==> config.mk <==
export PLATFORM = sky130hd
export DESIGN_NAME = fdfc_top
export DESIGN_NICKNAME = d
export VERILOG_FILES = /design/src/rtl/fdfc_i2c_slave.v /design/src/rtl/fdfc_top.v
export VERILOG_INCLUDE_DIRS = /design/src /design/src/include
export SDC_FILE = /design/constraint.sdc
export NUM_CORES = 1
export LEC_CHECK = 0
export BUFFER_PORTS_ARGS = -buffer_cell sky130_fd_sc_hd__buf_4
export CAP_MARGIN = 20
export CORE_MARGIN = 10
export CORE_UTILIZATION = 35
export CTS_CLUSTER_DIAMETER = 80
export DETAILED_ROUTE_END_ITERATION = 10
export SLEW_MARGIN = 10
export SYNTH_ARGS = -nofsm -noshare
export SYNTH_HDL_FRONTEND = slang
export SYNTH_HIERARCHICAL = 1
export SYNTH_SLANG_ARGS = --single-unit
==> constraint.sdc <==
create_clock -name REF_CLK -period 3.05 [get_ports REF_CLK]
set_clock_uncertainty 0.05 [all_clocks]
set_input_delay 0.305 -clock REF_CLK [delete_from_list [all_inputs] [get_ports REF_CLK]]
set_output_delay 0.305 -clock REF_CLK [all_outputs]
set_load 0.01 [all_outputs]
==> src/include/fdfc_regs.vh <==
// register map, field positions, reset values and timing constants of the flash fault block
`ifndef FDFC_REGS_VH
`define FDFC_REGS_VH
`define FDFC_I2C_ADDR 7'h30
`define FDFC_ADDR_ID 8'h00
`define FDFC_ADDR_PINCFG 8'h02
`define FDFC_ADDR_OUTMODE 8'h04
`define FDFC_ADDR_FAULT 8'h05
`define FDFC_ADDR_PROT 8'h07
`define FDFC_PINCFG_RST 8'h0F
`define FDFC_OUTMODE_RST 8'hA4
`define FDFC_PROT_RST 8'h00
`define FDFC_FAULT_RST 8'h00
`define FDFC_ID_VALUE 8'h5A
`define FDFC_OM_PEAK_HI 7
`define FDFC_OM_PEAK_LO 6
`define FDFC_OM_TRIG_LVL 5
`define FDFC_OM_FREQ_FB 4
`define FDFC_OM_OUT_EN 3
`define FDFC_OM_TRIG_SRC 2
`define FDFC_PC_AUXB_HI 7
`define FDFC_PC_AUXB_LO 6
`define FDFC_PC_AUXA_HI 5
`define FDFC_PC_AUXA_LO 4
`define FDFC_PC_TIME_HI 3
`define FDFC_PROT_DYN_OV 7
`define FDFC_PROT_HARD_IL 0
`define FDFC_FLT_OVP 7
`define FDFC_FLT_SC 6
`define FDFC_FLT_OT 5
`define FDFC_FLT_TO 4
`define FDFC_FLT_TX1 3
`define FDFC_FLT_AUXB 2
`define FDFC_FLT_IL 1
`define FDFC_FLT_IDC 0
`define FDFC_FN_HIZ 2'h0
`define FDFC_FN_A_TORCH 2'h1
`define FDFC_FN_B_IND_LED 2'h1
`define FDFC_FN_MASK 2'h2
`define FDFC_FN_B_ANALOG 2'h3
`define FDFC_MODE_FLASH 2'h3
`define FDFC_CLK_MHZ 250
`define FDFC_FLASH_STEP_US 100000
`define FDFC_SOFT_START_US 600
`endif

==> src/rtl/fdfc_i2c_slave.v <==
// i2c slave front end: byte framing, address match, register strobes
`timescale 1ns/1ps
`default_nettype none
`include "fdfc_regs.vh"
module fdfc_i2c_slave (
    // clock and reset
    input wire clk,
    input wire rst,
    // bus pins
    input wire scl_pin,
    input wire sda_pin,
    output reg sda_oe_q,
    // register side
    input wire [7:0] rd_data,
    output reg rd_pulse_q,
    output reg [7:0] reg_addr_q,
    output reg wr_pulse_q,
    output reg [7:0] wr_data_q
);
    localparam [3:0] ST_IDLE = 4'h0;
    localparam [3:0] ST_ADDR = 4'h1;
    localparam [3:0] ST_AACK = 4'h2;
    localparam [3:0] ST_SUB = 4'h3;
    localparam [3:0] ST_SACK = 4'h4;
    localparam [3:0] ST_WDAT = 4'h5;
    localparam [3:0] ST_WACK = 4'h6;
    localparam [3:0] ST_RDAT = 4'h7;
    localparam [3:0] ST_RACK = 4'h8;

    reg [2:0] scl_q;
    reg [2:0] sda_q;
    reg [3:0] st_q;
    reg [3:0] cnt_q;
    reg [7:0] sh_q;
    reg [7:0] tx_q;
    reg rw_q;
    reg ack_q;
    wire scl_rise = scl_q[1] & ~scl_q[2];
    wire scl_fall = ~scl_q[1] & scl_q[2];
    wire start_cond = scl_q[1] & scl_q[2] & ~sda_q[1] & sda_q[2];
    wire stop_cond = scl_q[1] & scl_q[2] & sda_q[1] & ~sda_q[2];

    // first stage feeds only the second; edges are taken between stages two and three
    always @(posedge clk)
    begin
        scl_q <= {scl_q[1:0], scl_pin};
        sda_q <= {sda_q[1:0], sda_pin};
    end

    always @(posedge clk)
    begin
        rd_pulse_q <= 1'b0;
        wr_pulse_q <= 1'b0;
        if (rst)
        begin
            st_q <= ST_IDLE;
            cnt_q <= 4'h0;
            sh_q <= 8'h00;
            tx_q <= 8'h00;
            rw_q <= 1'b0;
            ack_q <= 1'b0;
            sda_oe_q <= 1'b0;
            reg_addr_q <= 8'h00;
            wr_data_q <= 8'h00;
        end
        else if (start_cond)
        begin
            st_q <= ST_ADDR;
            cnt_q <= 4'h0;
            sda_oe_q <= 1'b0;
        end
        else if (stop_cond)
        begin
            st_q <= ST_IDLE;
            sda_oe_q <= 1'b0;
        end
        else if (scl_rise)
        begin
            if (st_q == ST_ADDR || st_q == ST_SUB || st_q == ST_WDAT)
            begin
                sh_q <= {sh_q[6:0], sda_q[1]};
                cnt_q <= cnt_q + 4'h1;
            end
            if (st_q == ST_RACK)
                ack_q <= ~sda_q[1];
        end
        else if (scl_fall)
        begin
            case (st_q)
                ST_ADDR:
                    if (cnt_q == 4'h8)
                    begin
                        if (sh_q[7:1] == `FDFC_I2C_ADDR)
                        begin
                            sda_oe_q <= 1'b1;
                            rw_q <= sh_q[0];
                            st_q <= ST_AACK;
                        end
                        else
                            st_q <= ST_IDLE;
                    end
                ST_AACK, ST_RACK:
                    if (rw_q && (st_q == ST_AACK || ack_q))
                    begin
                        // the byte is loaded now; its read side effect lands one cycle later
                        tx_q <= rd_data;
                        sda_oe_q <= ~rd_data[7];
                        rd_pulse_q <= 1'b1;
                        cnt_q <= 4'h1;
                        st_q <= ST_RDAT;
                    end
                    else if (!rw_q)
                    begin
                        sda_oe_q <= 1'b0;
                        cnt_q <= 4'h0;
                        st_q <= ST_SUB;
                    end
                    else
                    begin
                        sda_oe_q <= 1'b0;
                        st_q <= ST_IDLE;
                    end
                ST_SUB:
                    if (cnt_q == 4'h8)
                    begin
                        reg_addr_q <= sh_q;
                        sda_oe_q <= 1'b1;
                        st_q <= ST_SACK;
                    end
                ST_SACK, ST_WACK:
                begin
                    sda_oe_q <= 1'b0;
                    cnt_q <= 4'h0;
                    st_q <= ST_WDAT;
                    if (st_q == ST_WACK)
                        reg_addr_q <= reg_addr_q + 8'h01;
                end
                ST_WDAT:
                    if (cnt_q == 4'h8)
                    begin
                        wr_data_q <= sh_q;
                        wr_pulse_q <= 1'b1;
                        sda_oe_q <= 1'b1;
                        st_q <= ST_WACK;
                    end
                ST_RDAT:
                    if (cnt_q == 4'h8)
                    begin
                        sda_oe_q <= 1'b0;
                        reg_addr_q <= reg_addr_q + 8'h01;
                        st_q <= ST_RACK;
                    end
                    else
                    begin
                        tx_q <= {tx_q[6:0], 1'b0};
                        sda_oe_q <= ~tx_q[6];
                        cnt_q <= cnt_q + 4'h1;
                    end
                default:
                    st_q <= ST_IDLE;
            endcase
        end
    end
endmodule // fdfc_i2c_slave
`default_nettype wire

==> src/rtl/fdfc_top.v <==
// flash driver fault supervision and configuration registers behind an i2c slave
// Functional notes
// - critical fault clears output enable, stops driver, sets its fault bit
// - reading fault register clears the bits it returned; enable edge, undervoltage and reset also clear
// - non-critical events keep driver running, bits held until read
// - led short while driving sets bit 6, locks off until cleared
// - overvoltage trip shuts down, sets bit 7, locks off until cleared
// - dynamic overvoltage enable turns overvoltage into clamping, not fault
// - hardware level strobe held past flash time sets bit 4, locks off
// - thermal trip shuts down, sets bit 5, locks off until cleared
// - aux pin b indicator led fault sets bit 2
// - soft limit mode: peak limit sets bit 1, freezes current rise
// - hard limit mode: peak limit sets bit 1 and locks off
// - peak limit setting comes from output mode bits 7:6
// - undervoltage shuts down; registers return to defaults on recovery
// - soft start ramps output level, finished within 0.6 ms
// - enable pin rising edge restores all registers to defaults
// - slave answers at 7-bit address 0x30
// - single write is subaddress then one data byte, acknowledged
// - register 0x00 reads a fixed identification code
// - pin config bits 7:6 select aux pin b function
// - pin config bits 5:4 select aux pin a function
// - pin config bits 3:0 give flash time (code+1) x 100 ms
// - bit 3 records mask one during flash, bit 0 dc limit hit
// - with output mode bit 2 set, strobe level sensitive when bit 5 set, else edge; bit 2 clear starts flash without strobe
`timescale 1ns/1ps
`default_nettype none
`include "fdfc_regs.vh"
module fdfc_top #(
    parameter FLASH_STEP_CYCLES = `FDFC_FLASH_STEP_US * `FDFC_CLK_MHZ,
    parameter SOFT_START_CYCLES = `FDFC_SOFT_START_US * `FDFC_CLK_MHZ,
    // arbitrary identification value
    parameter [7:0] ID_CODE = `FDFC_ID_VALUE
) (
    // clock and reset
    input wire REF_CLK,
    input wire SRST,
    // i2c pins
    input wire SCL,
    input wire SDA_IN,
    output wire SDA_OUT,
    output wire SDA_OE,
    // supply and control pins
    input wire EN_PIN,
    input wire BAT_UNDERVOLT,
    input wire STROBE,
    input wire AUX_PIN_A_IN,
    input wire AUX_PIN_B_IN,
    // analog monitor indications
    input wire OVERVOLT_TRIP,
    input wire LED_SHORT,
    input wire OVER_TEMP,
    input wire PEAK_ILIM,
    input wire DC_ILIM,
    input wire IND_LED_FAULT,
    // power stage control
    output reg DRIVER_ON,
    output reg [1:0] LED_MODE,
    output reg [1:0] PEAK_LIMIT_SEL,
    output reg FREQ_FOLDBACK,
    output reg CURRENT_FREEZE,
    output reg OV_CLAMP,
    output reg [7:0] SOFT_START_LEVEL,
    output reg FLASH_ACTIVE,
    // aux pin control
    output reg TORCH_REQ,
    output reg IND_LED_EN,
    output reg MASK_ONE_ACTIVE,
    output reg MASK_TWO_ACTIVE,
    output reg ADC_EXT_SEL
);
    localparam integer SS_STEP_RAW = SOFT_START_CYCLES / 256;
    localparam integer SS_STEP = (SS_STEP_RAW < 1) ? 1 : SS_STEP_RAW;
    localparam integer NSYNC = 11;

    function is_fn;
        input [1:0] cfg;
        input [1:0] code;
        begin
            is_fn = (cfg == code);
        end
    endfunction

    // pin synchronisers
    wire [NSYNC-1:0] pin_raw = {EN_PIN, BAT_UNDERVOLT, STROBE, AUX_PIN_A_IN, AUX_PIN_B_IN,
        OVERVOLT_TRIP, LED_SHORT, OVER_TEMP, PEAK_ILIM, DC_ILIM, IND_LED_FAULT};
    reg [NSYNC-1:0] meta_q;
    reg [NSYNC-1:0] sync_q;
    genvar gi;
    generate
        for (gi = 0; gi < NSYNC; gi = gi + 1)
        begin : g_sync
            always @(posedge REF_CLK)
            begin
                meta_q[gi] <= pin_raw[gi];
                sync_q[gi] <= meta_q[gi];
            end
        end
    endgenerate
    wire en_s = sync_q[10];
    wire uv_s = sync_q[9];
    wire strobe_s = sync_q[8];
    wire auxa_s = sync_q[7];
    wire auxb_s = sync_q[6];
    wire ov_s = sync_q[5];
    wire short_s = sync_q[4];
    wire ot_s = sync_q[3];
    wire peak_s = sync_q[2];
    wire dc_s = sync_q[1];
    wire iled_s = sync_q[0];

    reg en_prev_q;
    reg strobe_prev_q;
    wire en_rise = en_s & ~en_prev_q;
    wire strobe_rise = strobe_s & ~strobe_prev_q;
    // undervoltage holds registers at default, so they come back clean when it lifts
    wire reg_rst = SRST | en_rise | uv_s;

    // bus slave
    wire rd_pulse;
    wire wr_pulse;
    wire [7:0] reg_addr;
    wire [7:0] wr_data;
    reg [7:0] rd_data;
    reg sda_out_q;
    fdfc_i2c_slave u_i2c (
        .clk(REF_CLK),
        .rst(SRST),
        .scl_pin(SCL),
        .sda_pin(SDA_IN),
        .sda_oe_q(SDA_OE),
        .rd_data(rd_data),
        .rd_pulse_q(rd_pulse),
        .reg_addr_q(reg_addr),
        .wr_pulse_q(wr_pulse),
        .wr_data_q(wr_data)
    );
    assign SDA_OUT = sda_out_q;

    reg [7:0] pincfg_q;
    reg [7:0] outmode_q;
    reg [7:0] prot_q;
    reg [7:0] fault_q;
    reg [7:0] shown_q;
    reg lock_q;
    reg flash_q;
    reg [24:0] pre_q;
    reg [3:0] steps_q;
    reg [9:0] ss_pre_q;

    always @*
    begin
        case (reg_addr)
            `FDFC_ADDR_ID: rd_data = ID_CODE;
            `FDFC_ADDR_PINCFG: rd_data = pincfg_q;
            `FDFC_ADDR_OUTMODE: rd_data = outmode_q;
            `FDFC_ADDR_FAULT: rd_data = fault_q;
            `FDFC_ADDR_PROT: rd_data = prot_q;
            default: rd_data = 8'h00;
        endcase
    end

    // decoded configuration
    wire [1:0] auxb_fn = pincfg_q[`FDFC_PC_AUXB_HI:`FDFC_PC_AUXB_LO];
    wire [1:0] auxa_fn = pincfg_q[`FDFC_PC_AUXA_HI:`FDFC_PC_AUXA_LO];
    wire [3:0] flash_time = pincfg_q[`FDFC_PC_TIME_HI:0];
    wire out_en = outmode_q[`FDFC_OM_OUT_EN];
    wire hw_trig = outmode_q[`FDFC_OM_TRIG_SRC];
    wire lvl_trig = outmode_q[`FDFC_OM_TRIG_LVL];
    wire [1:0] led_mod = outmode_q[1:0];
    wire dyn_ov = prot_q[`FDFC_PROT_DYN_OV];
    wire hard_il = prot_q[`FDFC_PROT_HARD_IL];
    wire run_ok = out_en & ~lock_q & en_s;
    wire flash_mode = run_ok & (led_mod == `FDFC_MODE_FLASH);
    wire drv_on = run_ok & (led_mod != 2'h0) & (flash_q | (led_mod != `FDFC_MODE_FLASH));

    // flash timer in 100 ms steps
    wire step_tick = flash_q & (pre_q == FLASH_STEP_CYCLES - 1);
    wire expire = step_tick & (steps_q == flash_time);
    wire level_mode = hw_trig & lvl_trig;
    wire timeout = flash_q & level_mode & expire;
    wire sw_done = flash_q & ~hw_trig & expire;
    reg flash_d;
    always @*
    begin
        if (!flash_mode)
            flash_d = 1'b0;
        else if (level_mode)
            flash_d = strobe_s & ~timeout;
        else if (flash_q)
            flash_d = ~expire;
        else
            flash_d = hw_trig ? strobe_rise : 1'b1;
    end

    // event collection
    reg [7:0] set_v;
    always @*
    begin
        set_v = 8'h00;
        set_v[`FDFC_FLT_OVP] = ov_s & drv_on & ~dyn_ov;
        set_v[`FDFC_FLT_SC] = short_s & drv_on;
        set_v[`FDFC_FLT_OT] = ot_s;
        set_v[`FDFC_FLT_TO] = timeout;
        set_v[`FDFC_FLT_TX1] = flash_q & is_fn(auxa_fn, `FDFC_FN_MASK) & auxa_s;
        set_v[`FDFC_FLT_AUXB] = (is_fn(auxb_fn, `FDFC_FN_B_IND_LED) & iled_s)
            | (flash_q & is_fn(auxb_fn, `FDFC_FN_MASK) & auxb_s);
        set_v[`FDFC_FLT_IL] = peak_s & drv_on;
        set_v[`FDFC_FLT_IDC] = dc_s & drv_on;
    end
    wire crit = set_v[`FDFC_FLT_OVP] | set_v[`FDFC_FLT_SC] | set_v[`FDFC_FLT_OT]
        | set_v[`FDFC_FLT_TO] | (set_v[`FDFC_FLT_IL] & hard_il);
    wire fault_rd = rd_pulse & (reg_addr == `FDFC_ADDR_FAULT);
    wire reg_wr = wr_pulse & ~reg_rst;

    always @(posedge REF_CLK)
    begin
        en_prev_q <= en_s;
        strobe_prev_q <= strobe_s;
        // the read pulse trails the byte load by one cycle; this is what the host got
        shown_q <= fault_q;
        sda_out_q <= 1'b0;
        if (reg_rst)
        begin
            pincfg_q <= `FDFC_PINCFG_RST;
            outmode_q <= `FDFC_OUTMODE_RST;
            prot_q <= `FDFC_PROT_RST;
            fault_q <= `FDFC_FAULT_RST;
            lock_q <= 1'b0;
        end
        else
        begin
            if (reg_wr && reg_addr == `FDFC_ADDR_PINCFG)
                pincfg_q <= wr_data;
            if (reg_wr && reg_addr == `FDFC_ADDR_PROT)
                prot_q <= wr_data;
            // hardware shutdown wins over a write landing in the same cycle
            if (crit || sw_done)
                outmode_q <= {outmode_q[7:4], 1'b0, outmode_q[2:0]};
            else if (reg_wr && reg_addr == `FDFC_ADDR_OUTMODE)
                outmode_q <= wr_data;
            // read clears exactly what was shown; a same-cycle event survives
            if (fault_rd)
                fault_q <= (fault_q & ~shown_q) | set_v;
            else
                fault_q <= fault_q | set_v;
            if (crit)
                lock_q <= 1'b1;
            else if (fault_rd)
                lock_q <= 1'b0;
        end
    end

    // flash timer and soft start ramp
    wire freeze = (peak_s & ~hard_il | dc_s) & drv_on;
    always @(posedge REF_CLK)
    begin
        if (SRST)
        begin
            flash_q <= 1'b0;
            pre_q <= 25'h0000000;
            steps_q <= 4'h0;
            ss_pre_q <= 10'h000;
        end
        else
        begin
            flash_q <= flash_d;
            if (!flash_q || !flash_d || step_tick)
                pre_q <= 25'h0000000;
            else
                pre_q <= pre_q + 25'h0000001;
            if (!flash_q || !flash_d)
                steps_q <= 4'h0;
            else if (step_tick)
                steps_q <= steps_q + 4'h1;
            if (!drv_on || ss_pre_q == SS_STEP - 1)
                ss_pre_q <= 10'h000;
            else
                ss_pre_q <= ss_pre_q + 10'h001;
        end
    end

    // registered outputs
    always @(posedge REF_CLK)
    begin
        if (SRST)
        begin
            DRIVER_ON <= 1'b0;
            LED_MODE <= 2'h0;
            PEAK_LIMIT_SEL <= 2'h2;
            FREQ_FOLDBACK <= 1'b0;
            CURRENT_FREEZE <= 1'b0;
            OV_CLAMP <= 1'b0;
            SOFT_START_LEVEL <= 8'h00;
            FLASH_ACTIVE <= 1'b0;
            TORCH_REQ <= 1'b0;
            IND_LED_EN <= 1'b0;
            MASK_ONE_ACTIVE <= 1'b0;
            MASK_TWO_ACTIVE <= 1'b0;
            ADC_EXT_SEL <= 1'b0;
        end
        else
        begin
            DRIVER_ON <= drv_on & ~crit & ~uv_s;
            LED_MODE <= led_mod;
            PEAK_LIMIT_SEL <= outmode_q[`FDFC_OM_PEAK_HI:`FDFC_OM_PEAK_LO];
            FREQ_FOLDBACK <= outmode_q[`FDFC_OM_FREQ_FB];
            CURRENT_FREEZE <= freeze;
            OV_CLAMP <= ov_s & drv_on & dyn_ov;
            // ramp pauses while a limit holds current; 256 steps fit the start window
            if (!drv_on)
                SOFT_START_LEVEL <= 8'h00;
            else if (!freeze && ss_pre_q == SS_STEP - 1 && SOFT_START_LEVEL != 8'hFF)
                SOFT_START_LEVEL <= SOFT_START_LEVEL + 8'h01;
            FLASH_ACTIVE <= flash_q;
            TORCH_REQ <= is_fn(auxa_fn, `FDFC_FN_A_TORCH) & auxa_s;
            IND_LED_EN <= is_fn(auxb_fn, `FDFC_FN_B_IND_LED);
            MASK_ONE_ACTIVE <= is_fn(auxa_fn, `FDFC_FN_MASK) & auxa_s;
            MASK_TWO_ACTIVE <= is_fn(auxb_fn, `FDFC_FN_MASK) & auxb_s;
            ADC_EXT_SEL <= is_fn(auxb_fn, `FDFC_FN_B_ANALOG);
        end
    end
endmodule // fdfc_top
`default_nettype wire

==> impl.org, run 1 <==
** Run status
- Outcome :: finished, final reports clean

** Power and ir drop
- The clock network accounts for 47.3% of the total power.
- Total power per unit cell area :: 539 mW/mm2
- The worst-case IR drop observed on VDD is 480 uV.
- In this run, the combinational gates consume 2.8% of the power.
- Power share of the sequential group :: 49.9%
- Of the total power, the share spent switching nets is 23.2%.
- Summed over all cells, the static leakage comes to 3.14 nW.
- In this run the power spent charging and discharging nets is 1.10 mW.
- Internal power :: 3.64 mW

** Yosys
- Area share of the leading cell type in the synthesized netlist :: 47.1%
- Number of flops mapped to enable cells by yosys :: 0
- Number of nets in the synthesized netlist :: 848
- The number of different library cells used by synthesis comes to 80.
- Among all cell types in the netlist, the one instantiated most often is sky130_fd_sc_hd__dfxtp_1.
- In the synthesized netlist the async set-or-reset flop fraction comes to 0%.
- Area of the mapped netlist :: 0.00753 mm2
- Leading register cell type out of synthesis :: sky130_fd_sc_hd__dfxtp_1
- Synthesis warning total :: 6
- After synthesis, the most frequently instantiated cells are sky130_fd_sc_hd__dfxtp_1, sky130_fd_sc_hd__nor2_1, sky130_fd_sc_hd__nand2_1.
- sky130_fd_sc_hd__dfxtp_1 takes more of the synthesized area than any other cell.
- Counting flops and latches in the post-synthesis netlist gives 177.
- Synthesis handed over a netlist of 822 instances.
- Averaged over all synthesized cells, the footprint is 9.16 um2.
- Portion of the post-synthesis area used by sequential elements :: 47.1%
- Synth top area cells :: sky130_fd_sc_hd__dfxtp_1, sky130_fd_sc_hd__nor2_1, sky130_fd_sc_hd__nand2_1

** Layout
- The multi-input combinational cells in the finished layout cover a total of 0.00373 mm2.
- The post-route netlist has 12.6% of its cells at a drive strength greater than 1.
- Registers take 0.00354 mm2.
- Total of fill cells in the finished design :: 2134
- Synthesis-to-layout area growth :: 16.7%
- For this run, the post-layout net count is 892.
- # diodes :: 0
- Cells fill 41.7% of the core in the end.

** Clocking
- Clock network latency to the later pin of the worst-skew pair :: 0.43 ns
- Maximum clock path buffer count :: 2
- Clock tree from TritonCTS :: built
- The H-tree generated during clock tree synthesis spans 4 levels.
- Post-CTS Setup Repair Bufs :: 0
- Clock-pin slew was measured on the worst setup and hold paths at 0.07 ns.
- Counting the buffers created by CTS gives 17.
- TritonCTS Sinks :: 177
- Clock tree synthesis selected as its root buffer the cell sky130_fd_sc_hd__clkbuf_16.

** Drt
- Detailed routing inserted a total of 5936 vias.
- Routed len/inst :: 15.1 um
- Using the TritonRoute via totals, the vias-per-cell ratio works out to 5.14.
- Number of violations reported at the end of detailed-routing iteration 0 :: 413
- The pre-antenna-repair detailed-routing pass consisted of 5 iterations.
- The detail route stage leaves a number of antenna-violating nets equal to 0.
- Post-route DRC :: 0
- The final layout contains routed wiring with a total length of 17500 um.

** Floorplan
- The initial utilization of the core area, before any placement, comes to 35.7%.
- Chip Height :: 167 um
- Site Rows :: 53
- Area enclosed by the die boundary :: 0.0278 mm2
- The die is 167 um wide.
- Number of primary I/O pins :: 39
- Core Region :: 0.0211 mm2

** Worst setup path
- Worst r2r src :: u_i2c/reg_addr_q[4]
- Flop-to-flop setup slack :: 0.44 ns
- Worst reg2reg path depth :: 5
- Crit path arrival time :: 2.86 ns
- On the worst path, the slowest cell contributes a delay of 0.63 ns.
- By startpoint and endpoint, the worst setup path is classified as reg2reg.
- The worst setup path is captured at a flop.
- The endpoint identified for the worst register-to-register timing path is outmode_q[5].
- The critical path goes through or4_1 > or4_4 > a2111oi_4 > nor4b_1 > a31oi_1.
- Category of the worst setup path launch point :: flop
- Data required time at the worst endpoint :: 3.30 ns
- Maximum fanout encountered on the critical timing path :: 7
- The largest individual stage delay along the critical path comes from the cell sky130_fd_sc_hd__or4_1.

** GRT
- Summed over all layers, the global routing overflow is 0.
- The initial antenna violation count was 0.
- Via count of the first global-routing pass :: 5715
- Global-route usage over all layers :: 12.4%
- Largest net degree at the start of global routing :: 52
- First-pass GRT wire length :: 29100 um

** STA
- Max-slew violation count :: 0
- The worst path uses 85.4% of the clock period.
- Peak Freq :: 384 MHz
- Setup TNS :: 0 ns
- Setup repair after global routing missed its margin :: no
- Worst-Margin Slew :: 0.768 ns
- Worst-case headroom to the max-slew limit :: 48.6%
- The clock period could shrink to 2.61 ns.
- # setup viols final :: 0
- Number of hold violations in the final report :: 0

** Hold path
- The worst hold path terminates at LED_MODE[1].
- The worst hold path belongs to the class in2reg.
- Counting instances, the worst hold path has a depth of 2.
- Min-delay src :: SRST

** Placement
- Weighted congestion at the end of routability-driven global placement :: 0.822
- The HPWL after detailed placement is 12200 um.
- Port buffering added 37 buffers.

** Job
- Max-cap violations :: 0
## registers in the layout, summed over array words and instances, names as in the netlist, 2 cells and up
signal	count
meta_q	11
u_i2c/wr_data_q	8
pre_q	25
SOFT_START_LEVEL	8
u_i2c/st_q	4
u_i2c/sh_q	8
fault_q	8
u_i2c/cnt_q	4
shown_q	8
pincfg_q	8
LED_MODE	2
ss_pre_q	10
PEAK_LIMIT_SEL	2
u_i2c/reg_addr_q	8
u_i2c/tx_q	7
u_i2c/sda_q	3
steps_q	4
u_i2c/scl_q	3
prot_q	8
outmode_q	8
## power by group through the flow
stage	registers [mW]	logic (mW)	clock network [mW]
floorplan	2.40	0.0930	0
global placement	2.41	0.121	0
detailed placement	2.41	0.121	0
CTS	2.36	0.135	2.28
global route	2.36	0.148	2.38
finish	2.36	0.134	2.24
## critical path, delay by kind of cell, from the launching register on
| kind | cells | cell delay [ns] |
|---|---|---|
| compound gates | 2 | 0.60 |
| flops | 1 | 0.34 |
| simple gates | 3 | 1.48 |
## metal layers
layer | global-route usage [%] | vias to the layer above | wire length [um]
met1 | 16.7 | 2804 | 8860
met2 | 19.2 | 95 | 7700
met4 | 3.97 | 0 | 225
met3 | 2.78 | 18 | 680
met5 | 0 | - | 0
li1 | - | 3019 | -
## how the worst max path moves through the flow
stage	from	endpoint	slack (ns)	cells after the start
after floorplan	u_i2c/reg_addr_q[5]	outmode_q[2]	0.64	6
after detailed placement	u_i2c/reg_addr_q[4]	outmode_q[5]	0.49	5
after global routing	u_i2c/reg_addr_q[4]	outmode_q[5]	0.32	5
after global placement	u_i2c/reg_addr_q[5]	outmode_q[2]	0.49	5
final	u_i2c/reg_addr_q[4]	outmode_q[5]	0.44	5
after CTS	u_i2c/reg_addr_q[4]	outmode_q[5]	0.48	5
## stage by stage
step                cells  instance area [um2]  total power, mW  hold WS, ns  setup slack (ns)
floorplan             822                 7530             2.49        0.260             0.638
global placement     1109                 8060             2.53        0.262             0.489
detailed placement   1109                 8060             2.53        0.262             0.486
CTS                  1154                 8780             4.78        0.279             0.478
global route         1154                 8780             4.89        0.282             0.323
finish               1154                 8780             4.73        0.267             0.445
## what timing repair did
item                                   in CTS  in global routing
hold buffers                               13                  0
endpoints found under the hold margin      13                  0
resized for setup                           0                  0
## final cells by class
cell class	instances	area share [%]
multi-input cells	588	42.5
flip-flops and latches	177	40.3
repair buffers	60	5.50
clock buffers	19	4.93
well taps	275	3.92
clock inverters	13	1.85
inverters	22	0.940
## logic make-up (layout without fill, tap and decap cells)
family                   Yosys count  count (layout)  synth area share (%)
AO/OA/AOI/OAI                    145             145                  14.5
other                              1               1                0.0498
XOR/XNOR                          38              38                  4.52
AND/OR/NAND/NOR                  370             370                  25.6
multiplexers                      22              22                  2.93
flip-flops                       177             177                  47.1
adder cells (fa/ha/maj)           12              12                  1.98
buffers and inverters             57             114                  3.36
## cell usage in the layout (no fill, tap or decap), drive strengths merged, types with 17 or more instances in the layout
master	synthesis	final
a21oi	39	39
buf	9	47
clkbuf	26	19
dfxtp	177	177
inv	22	32
mux2i	22	22
nand2	81	81
nand3	42	42
nand4	24	24
nor2	106	106
nor3	17	17
o21ai	28	28
xor2	25	25
(Power assumes the default switching activity.)
==> run 2: changes to the inputs <==
CELL_PAD_IN_SITES_DETAIL_PLACEMENT = 0   (was unset)
CELL_PAD_IN_SITES_GLOBAL_PLACEMENT = 1   (was unset)
PLACE_DENSITY_LB_ADDON = 0.1   (was unset)
==> impl.org, run 2 (synthesis gave the netlist of run 1 again) <==
** GRT
- The layer flagged by global routing as most heavily used is met2.
- Global routing used 13.8% of the available tracks.
- For met3 alone, demand over resource in global routing was 3.29%.
- Global routing finished with a remaining overflow of 0.
- Met2 track demand over resource in global routing :: 22.5%
- The initial antenna violation count was 0.
- The first global-routing pass estimated 31800 um of wire.
- Global routing met1 resource utilization :: 17.8%
- Entering global routing, the biggest net connects 52 pins.
- Via count of the first global-routing pass :: 5888

** STA
- Max-slew violation count :: 0
- Worst-case headroom to the max-slew limit :: 42.9%
- In the finished design, the share of the clock period the worst path needs comes to 86.0%.
- Setup repair after global routing missed its margin :: no
- Setup TNS :: 0 ns
- Worst-Margin Slew :: 0.854 ns
- The total count of hold-check failures in the final report came to 0.
- After layout, the minimum clock period comes to 2.62 ns.
- Timing would allow up to 381 MHz.
- Setup violations remaining at the end of the flow were counted as 0.

** Run status
- The flow ran to the end, and the final reports show no timing, DRC or antenna violations.

** Placement
- The count of buffers added on input and output ports is 37.
- After detailed placement, the total cell area comes to 0.00808 mm2.
- HPWL after detailed placement :: 13800 um
- The congestion estimate from routability-driven global placement came to 0.855.

** Drt
- Residual antenna-violating net count after detailed routing :: 0
- After detailed routing, the number of remaining DRC violations is 0.
- The first routing iteration left 365 violations.
- Dividing the detail-routed wire length by the instance count gives 16.9 um.
- Aggregate routed wire length :: 19500 um
- Number of optimization iterations in the first detailed-route pass :: 5
- The routed layout has 6034 vias.
- Routed vias/inst :: 5.22

** Clocking
- Clock network latency to the later pin of the worst-skew pair :: 0.43 ns
- Post-CTS Setup Repair Bufs :: 0
- TritonCTS built the clock tree.
- Clock-pin slew was measured on the worst setup and hold paths at 0.08 ns.
- Clock Tree Root :: sky130_fd_sc_hd__clkbuf_16
- Number of buffers created by CTS :: 17
- Number of gates resized after CTS :: 0
- For this design, the sink count on the clock tree is 177.
- CTS H-tree depth :: 4
- No sink is reached through more buffers than the 2 on the longest clock path.

** Layout
- Share of cells above drive strength 1 :: 13.2%
- Post-route cell area :: 0.00883 mm2
- Synthesis-to-layout area growth :: 17.3%
- The register with the most flip-flops in the final layout is pre_q.
- The top cell types in the final layout, fill and taps aside, are sky130_fd_sc_hd__dfxtp_1, sky130_fd_sc_hd__nor2_1, sky130_fd_sc_hd__nand2_1, sky130_fd_sc_hd__buf_4, sky130_fd_sc_hd__nand3_1.
- For this run, the post-layout net count is 895.
- # diodes :: 0
- The largest registers in the layout are pre_q x25, meta_q x11, ss_pre_q x10.
- Leading cell type in the layout, fill and taps excluded :: sky130_fd_sc_hd__dfxtp_1
- Number of flip-flops under the largest register name :: 25

** Worst setup path
- Critical path type :: reg2reg
- Data required time at the worst endpoint :: 3.29 ns
- In this run the worst path has a maximum fanout of 7.
- Crit path arrival time :: 2.86 ns
- Category of the worst setup path launch point :: flop
- Crit path capture type :: flop

** Floorplan
- Number of primary I/O pins :: 39
- Measured along the x axis, the die boundary spans 167 um.
- The initial utilization of the core area, before any placement, comes to 35.7%.
- Area enclosed by the die boundary :: 0.0278 mm2
- Core Region :: 0.0211 mm2
- Site Rows :: 53
- Chip Height :: 167 um

** Job
- Max-cap violations :: 0

** Power and ir drop
- Leakage power figure :: 3.16 nW
- Total power per unit cell area :: 542 mW/mm2
- Peak supply drop :: 317 uV

** Hold path
- Path category of the worst min-delay check :: reg2reg
-- run 2: cell count changes in the layout (fill, tap and decap cells not counted), sizes merged --
cell / previous run / this run
clkinv: 0 / 5
buf: 47 / 50
inv: 32 / 29
clkbuf: 19 / 17
-- run 2: cell type report --
cell class / instances / area (um2)
repair buffers: 63 / 505
inverters: 22 / 82.6
flip-flops and latches: 177 / 3540
well taps: 275 / 344
fillers: 2074 / 12300
clock buffers: 17 / 425
clock inverters: 15 / 194
multi-input cells: 588 / 3730
-- run 2: layer usage --
layer | share of wire (%) | routed length, um
met1 | 49 | 9460
met2 | 47 | 9110
met5 | 0 | 0
met3 | 3.6 | 709
met4 | 1.1 | 211
-- run 2: worst paths after layout --
check / from / endpoint / slack [ns] / cells past startpoint
hold reg to reg: meta_q[7] / auxa_s / 0.28 / 0
hold / removal: meta_q[7] / auxa_s / 0.28 / 0
setup / recovery: u_i2c/reg_addr_q[4] / outmode_q[2] / 0.43 / 5
setup reg to reg: u_i2c/reg_addr_q[4] / outmode_q[2] / 0.43 / 5
-- run 2: report_power, final --
part	total, mW	switching, mW	internal [mW]
Sequential	2.36	0.0236	2.34
Combinational	0.139	0.0820	0.0570
Clock	2.29	1.04	1.25
Total	4.79	1.14	3.64
-- run 2: per-stage QoR --
step / instances / setup slack [ns] / total power [mW] / util [%] / hold WS, ns
after floorplan: 822 / 0.638 / 2.49 / - / 0.260
after global placement: 1112 / 0.491 / 2.54 / 38.3 / 0.262
after detailed placement: 1112 / 0.458 / 2.54 / 38.3 / 0.262
after CTS: 1157 / 0.427 / 4.86 / 41.9 / 0.279
after global routing: 1157 / 0.275 / 4.96 / 41.9 / 0.283
final: 1157 / 0.428 / 4.79 / 41.9 / 0.276
-- run 2: worst max-delay path: stages (launching register included) --
cell,delay (ns)
sky130_fd_sc_hd__dfxtp_1,0.34
sky130_fd_sc_hd__or4_1,0.63
sky130_fd_sc_hd__or4_4,0.57
sky130_fd_sc_hd__a2111oi_4,0.51
sky130_fd_sc_hd__nor4b_1,0.28
sky130_fd_sc_hd__a31oi_1,0.10
-- run 2: repair_timing --
item / CTS / global route
hold buffers: 13 / 0
hold endpoints to repair: 13 / 0
endpoints found under the setup margin: 0 / 0
==> run 3: changes to the inputs <==
CORE_UTILIZATION = 40   (was 35)
==> impl.org, run 3 (synthesis gave the netlist of run 1 again) <==
** Run status
- The run finished with clean final reports.

** Layout
- Most frequent cells in the layout :: sky130_fd_sc_hd__dfxtp_1, sky130_fd_sc_hd__nor2_1, sky130_fd_sc_hd__nand2_1, sky130_fd_sc_hd__buf_4, sky130_fd_sc_hd__nand3_1
- Leaving out fill and tap cells, the most frequent cell in the layout is sky130_fd_sc_hd__dfxtp_1.
- Net total in the final layout :: 895
- Relative to the synthesized area, the layout overhead comes to 16.0%.
- The number of antenna diodes in the final layout is 0.
- Counting flops per register, the top entry is pre_q.
- Share of cells above drive strength 1 :: 13.2%
- The largest registers in the layout are pre_q x25, meta_q x11, ss_pre_q x10.
- Final Instance Count excl. Fillers :: 1116
- Number of flip-flops under the largest register name :: 25

** GRT
- Via count of the first global-routing pass :: 5858
- The initial antenna violation count was 0.
- Total global routing overflow :: 0
- Largest net degree at the start of global routing :: 43
- The first global-routing pass estimated 30800 um of wire.
- For this run, the total global-route usage over all layers was measured as 15.6%.

** Power and ir drop
- Total power per unit cell area :: 528 mW/mm2
- Power share of the sequential group :: 51.1%
- Of the total power, combinational logic draws 3.2%.
- Overall power after layout :: 4.61 mW
- Leakage power figure :: 3.14 nW
- Summed over all nets, the switching power comes to 1.06 mW.
- Clock group share of total power :: 45.8%
- Switching share of total power :: 22.9%
- Internal power :: 3.56 mW
- Peak supply drop :: 332 uV

** Drt
- Vias after detailed routing :: 6103
- For this run, the detailed router's first-pass iteration total came to 5.
- Routed vias/inst :: 5.47
- The routed design has 18900 um of wire.
- Post-route DRC :: 0
- After detailed routing, the average wire length per cell comes to 16.9 um.
- The detailed router finished its first iteration with 364 violations.
- In this run the remaining antenna-violating nets after routing total 0.

** STA
- Final worst path period share :: 86.0%
- Setup repair after global routing left no endpoint under its margin.
- Setup TNS :: 0 ns
- The total count of hold-check failures in the final report came to 0.
- Max-slew violation count :: 0
- Worst-Margin Slew :: 0.842 ns
- Final worst path period need :: 2.62 ns
- Headroom to the max-slew limit came out at 43.4%.
- Setup violations remaining at the end of the flow were counted as 0.
- Peak Freq :: 381 MHz

** Clocking
- At the later pin of the worst-skew pair, clock insertion delay measures 0.43 ns.
- Number of buffers created by CTS :: 17
- Clock-pin slew was measured on the worst setup and hold paths at 0.07 ns.
- Number of gates resized after CTS :: 0
- TritonCTS built the clock tree.
- CTS H-tree depth :: 4
- No sink is reached through more buffers than the 2 on the longest clock path.
- TritonCTS Sinks :: 177
- The tree is rooted in a sky130_fd_sc_hd__clkbuf_16.
- Once the clock tree was built, the setup fixing pass inserted 0 buffers.

** Hold path
- In this run the worst hold path is classified as in2reg.
- The worst hold path terminates at FLASH_ACTIVE.
- The worst hold path passes through 2 cells.
- Min-delay src :: SRST

** Placement
- In this run the tool buffered the top-level ports with 37 buffer cells.
- Weighted congestion at the end of routability-driven global placement :: 0.852
- Once placement completed, the tool counted placed cells totaling 1071.
- HPWL after detailed placement :: 13800 um

** Worst setup path
- In this run the critical register-to-register path is launched from u_i2c/reg_addr_q[5].
- The critical path is of the reg2reg type.
- Flop-to-flop setup slack :: 0.43 ns
- Crit path capture type :: flop
- Category of the worst setup path launch point :: flop
- For the worst setup path, the data required time is 3.30 ns.
- The worst register-to-register path ends at outmode_q[2].
- For the worst setup path, the data arrival time is 2.87 ns.
- Of all nets on the critical path, the largest fanout is 7.
- Worst reg2reg path depth :: 5

** Job
- Across the run, the number of max-cap violations was 0.

** Floorplan
- From bottom edge to top edge, the die measures 157 um.
- The die is 157 um wide.
- Core Region :: 0.0186 mm2
- Once the floorplan was initialized, standard cells occupied 40.5% of the core.
- Site Rows :: 50
- For this design the top-level I/O count stands at 39.
- The die covers 0.0247 mm2.
## run 3: cell count changes in the layout (fill, tap and decap cells not counted), sizes merged
cell,delta
bufinv,-1
clkinvlp,+2
inv,-2
clkbuf,+1
## run 3: area by class of cell
type	count	area (um2)
multi-input cells	588	3730
fillers	1793	9850
clock inverters	14	130
flip-flops and latches	177	3540
repair buffers	63	505
inverters	22	82.6
clock buffers	18	439
well taps	234	293
## run 3: what timing repair did
action / CTS / global route
endpoints found under the hold margin: 13 / 0
hold buffers: 13 / 0
endpoints found under the setup margin: 0 / 0
## run 3: layer usage
metal  share of wire, %  GRT usage, %
met5                  0             0
met4                1.4          5.16
met3                3.0          3.41
met2                 49          25.3
met1                 47          20.1
## run 3: worst max path at each step
stage	start	slack (ns)	depth (start not counted)	to
final	u_i2c/reg_addr_q[5]	0.43	5	outmode_q[2]
after global routing	u_i2c/reg_addr_q[4]	0.28	5	outmode_q[2]
after CTS	u_i2c/reg_addr_q[5]	0.45	5	outmode_q[2]
after detailed placement	u_i2c/reg_addr_q[5]	0.47	5	outmode_q[5]
after global placement	u_i2c/reg_addr_q[5]	0.51	5	outmode_q[2]
after floorplan	u_i2c/reg_addr_q[5]	0.64	6	outmode_q[2]
## run 3: power groups by stage
| stage | Sequential, mW | Combinational [mW] | Clock, mW |
|---|---|---|---|
| global route | 2.36 | 0.163 | 2.26 |
| floorplan | 2.40 | 0.0930 | 0 |
| detailed placement | 2.41 | 0.133 | 0 |
| CTS | 2.36 | 0.147 | 2.18 |
| finish | 2.36 | 0.147 | 2.11 |
| global placement | 2.41 | 0.132 | 0 |
## run 3: through the flow
step | cell area, um2 | utilization [%] | setup WS, ns | hold WS [ns]
2_1_floorplan | 7530 | - | 0.638 | 0.260
3_3_place_gp | 8030 | 43.2 | 0.511 | 0.263
3_5_place_dp | 8030 | 43.2 | 0.473 | 0.262
4_1_cts | 8730 | 47.0 | 0.451 | 0.0808
5_1_grt | 8730 | 47.0 | 0.277 | 0.0838
6_report | 8730 | 47.0 | 0.427 | 0.0996
## run 3: worst max-delay path: stages, from the launching register on
cell	delay, ns
sky130_fd_sc_hd__dfxtp_1	0.33
sky130_fd_sc_hd__or4_1	0.64
sky130_fd_sc_hd__or4_4	0.57
sky130_fd_sc_hd__a2111oi_4	0.53
sky130_fd_sc_hd__nor4b_1	0.31
sky130_fd_sc_hd__a31oi_1	0.07
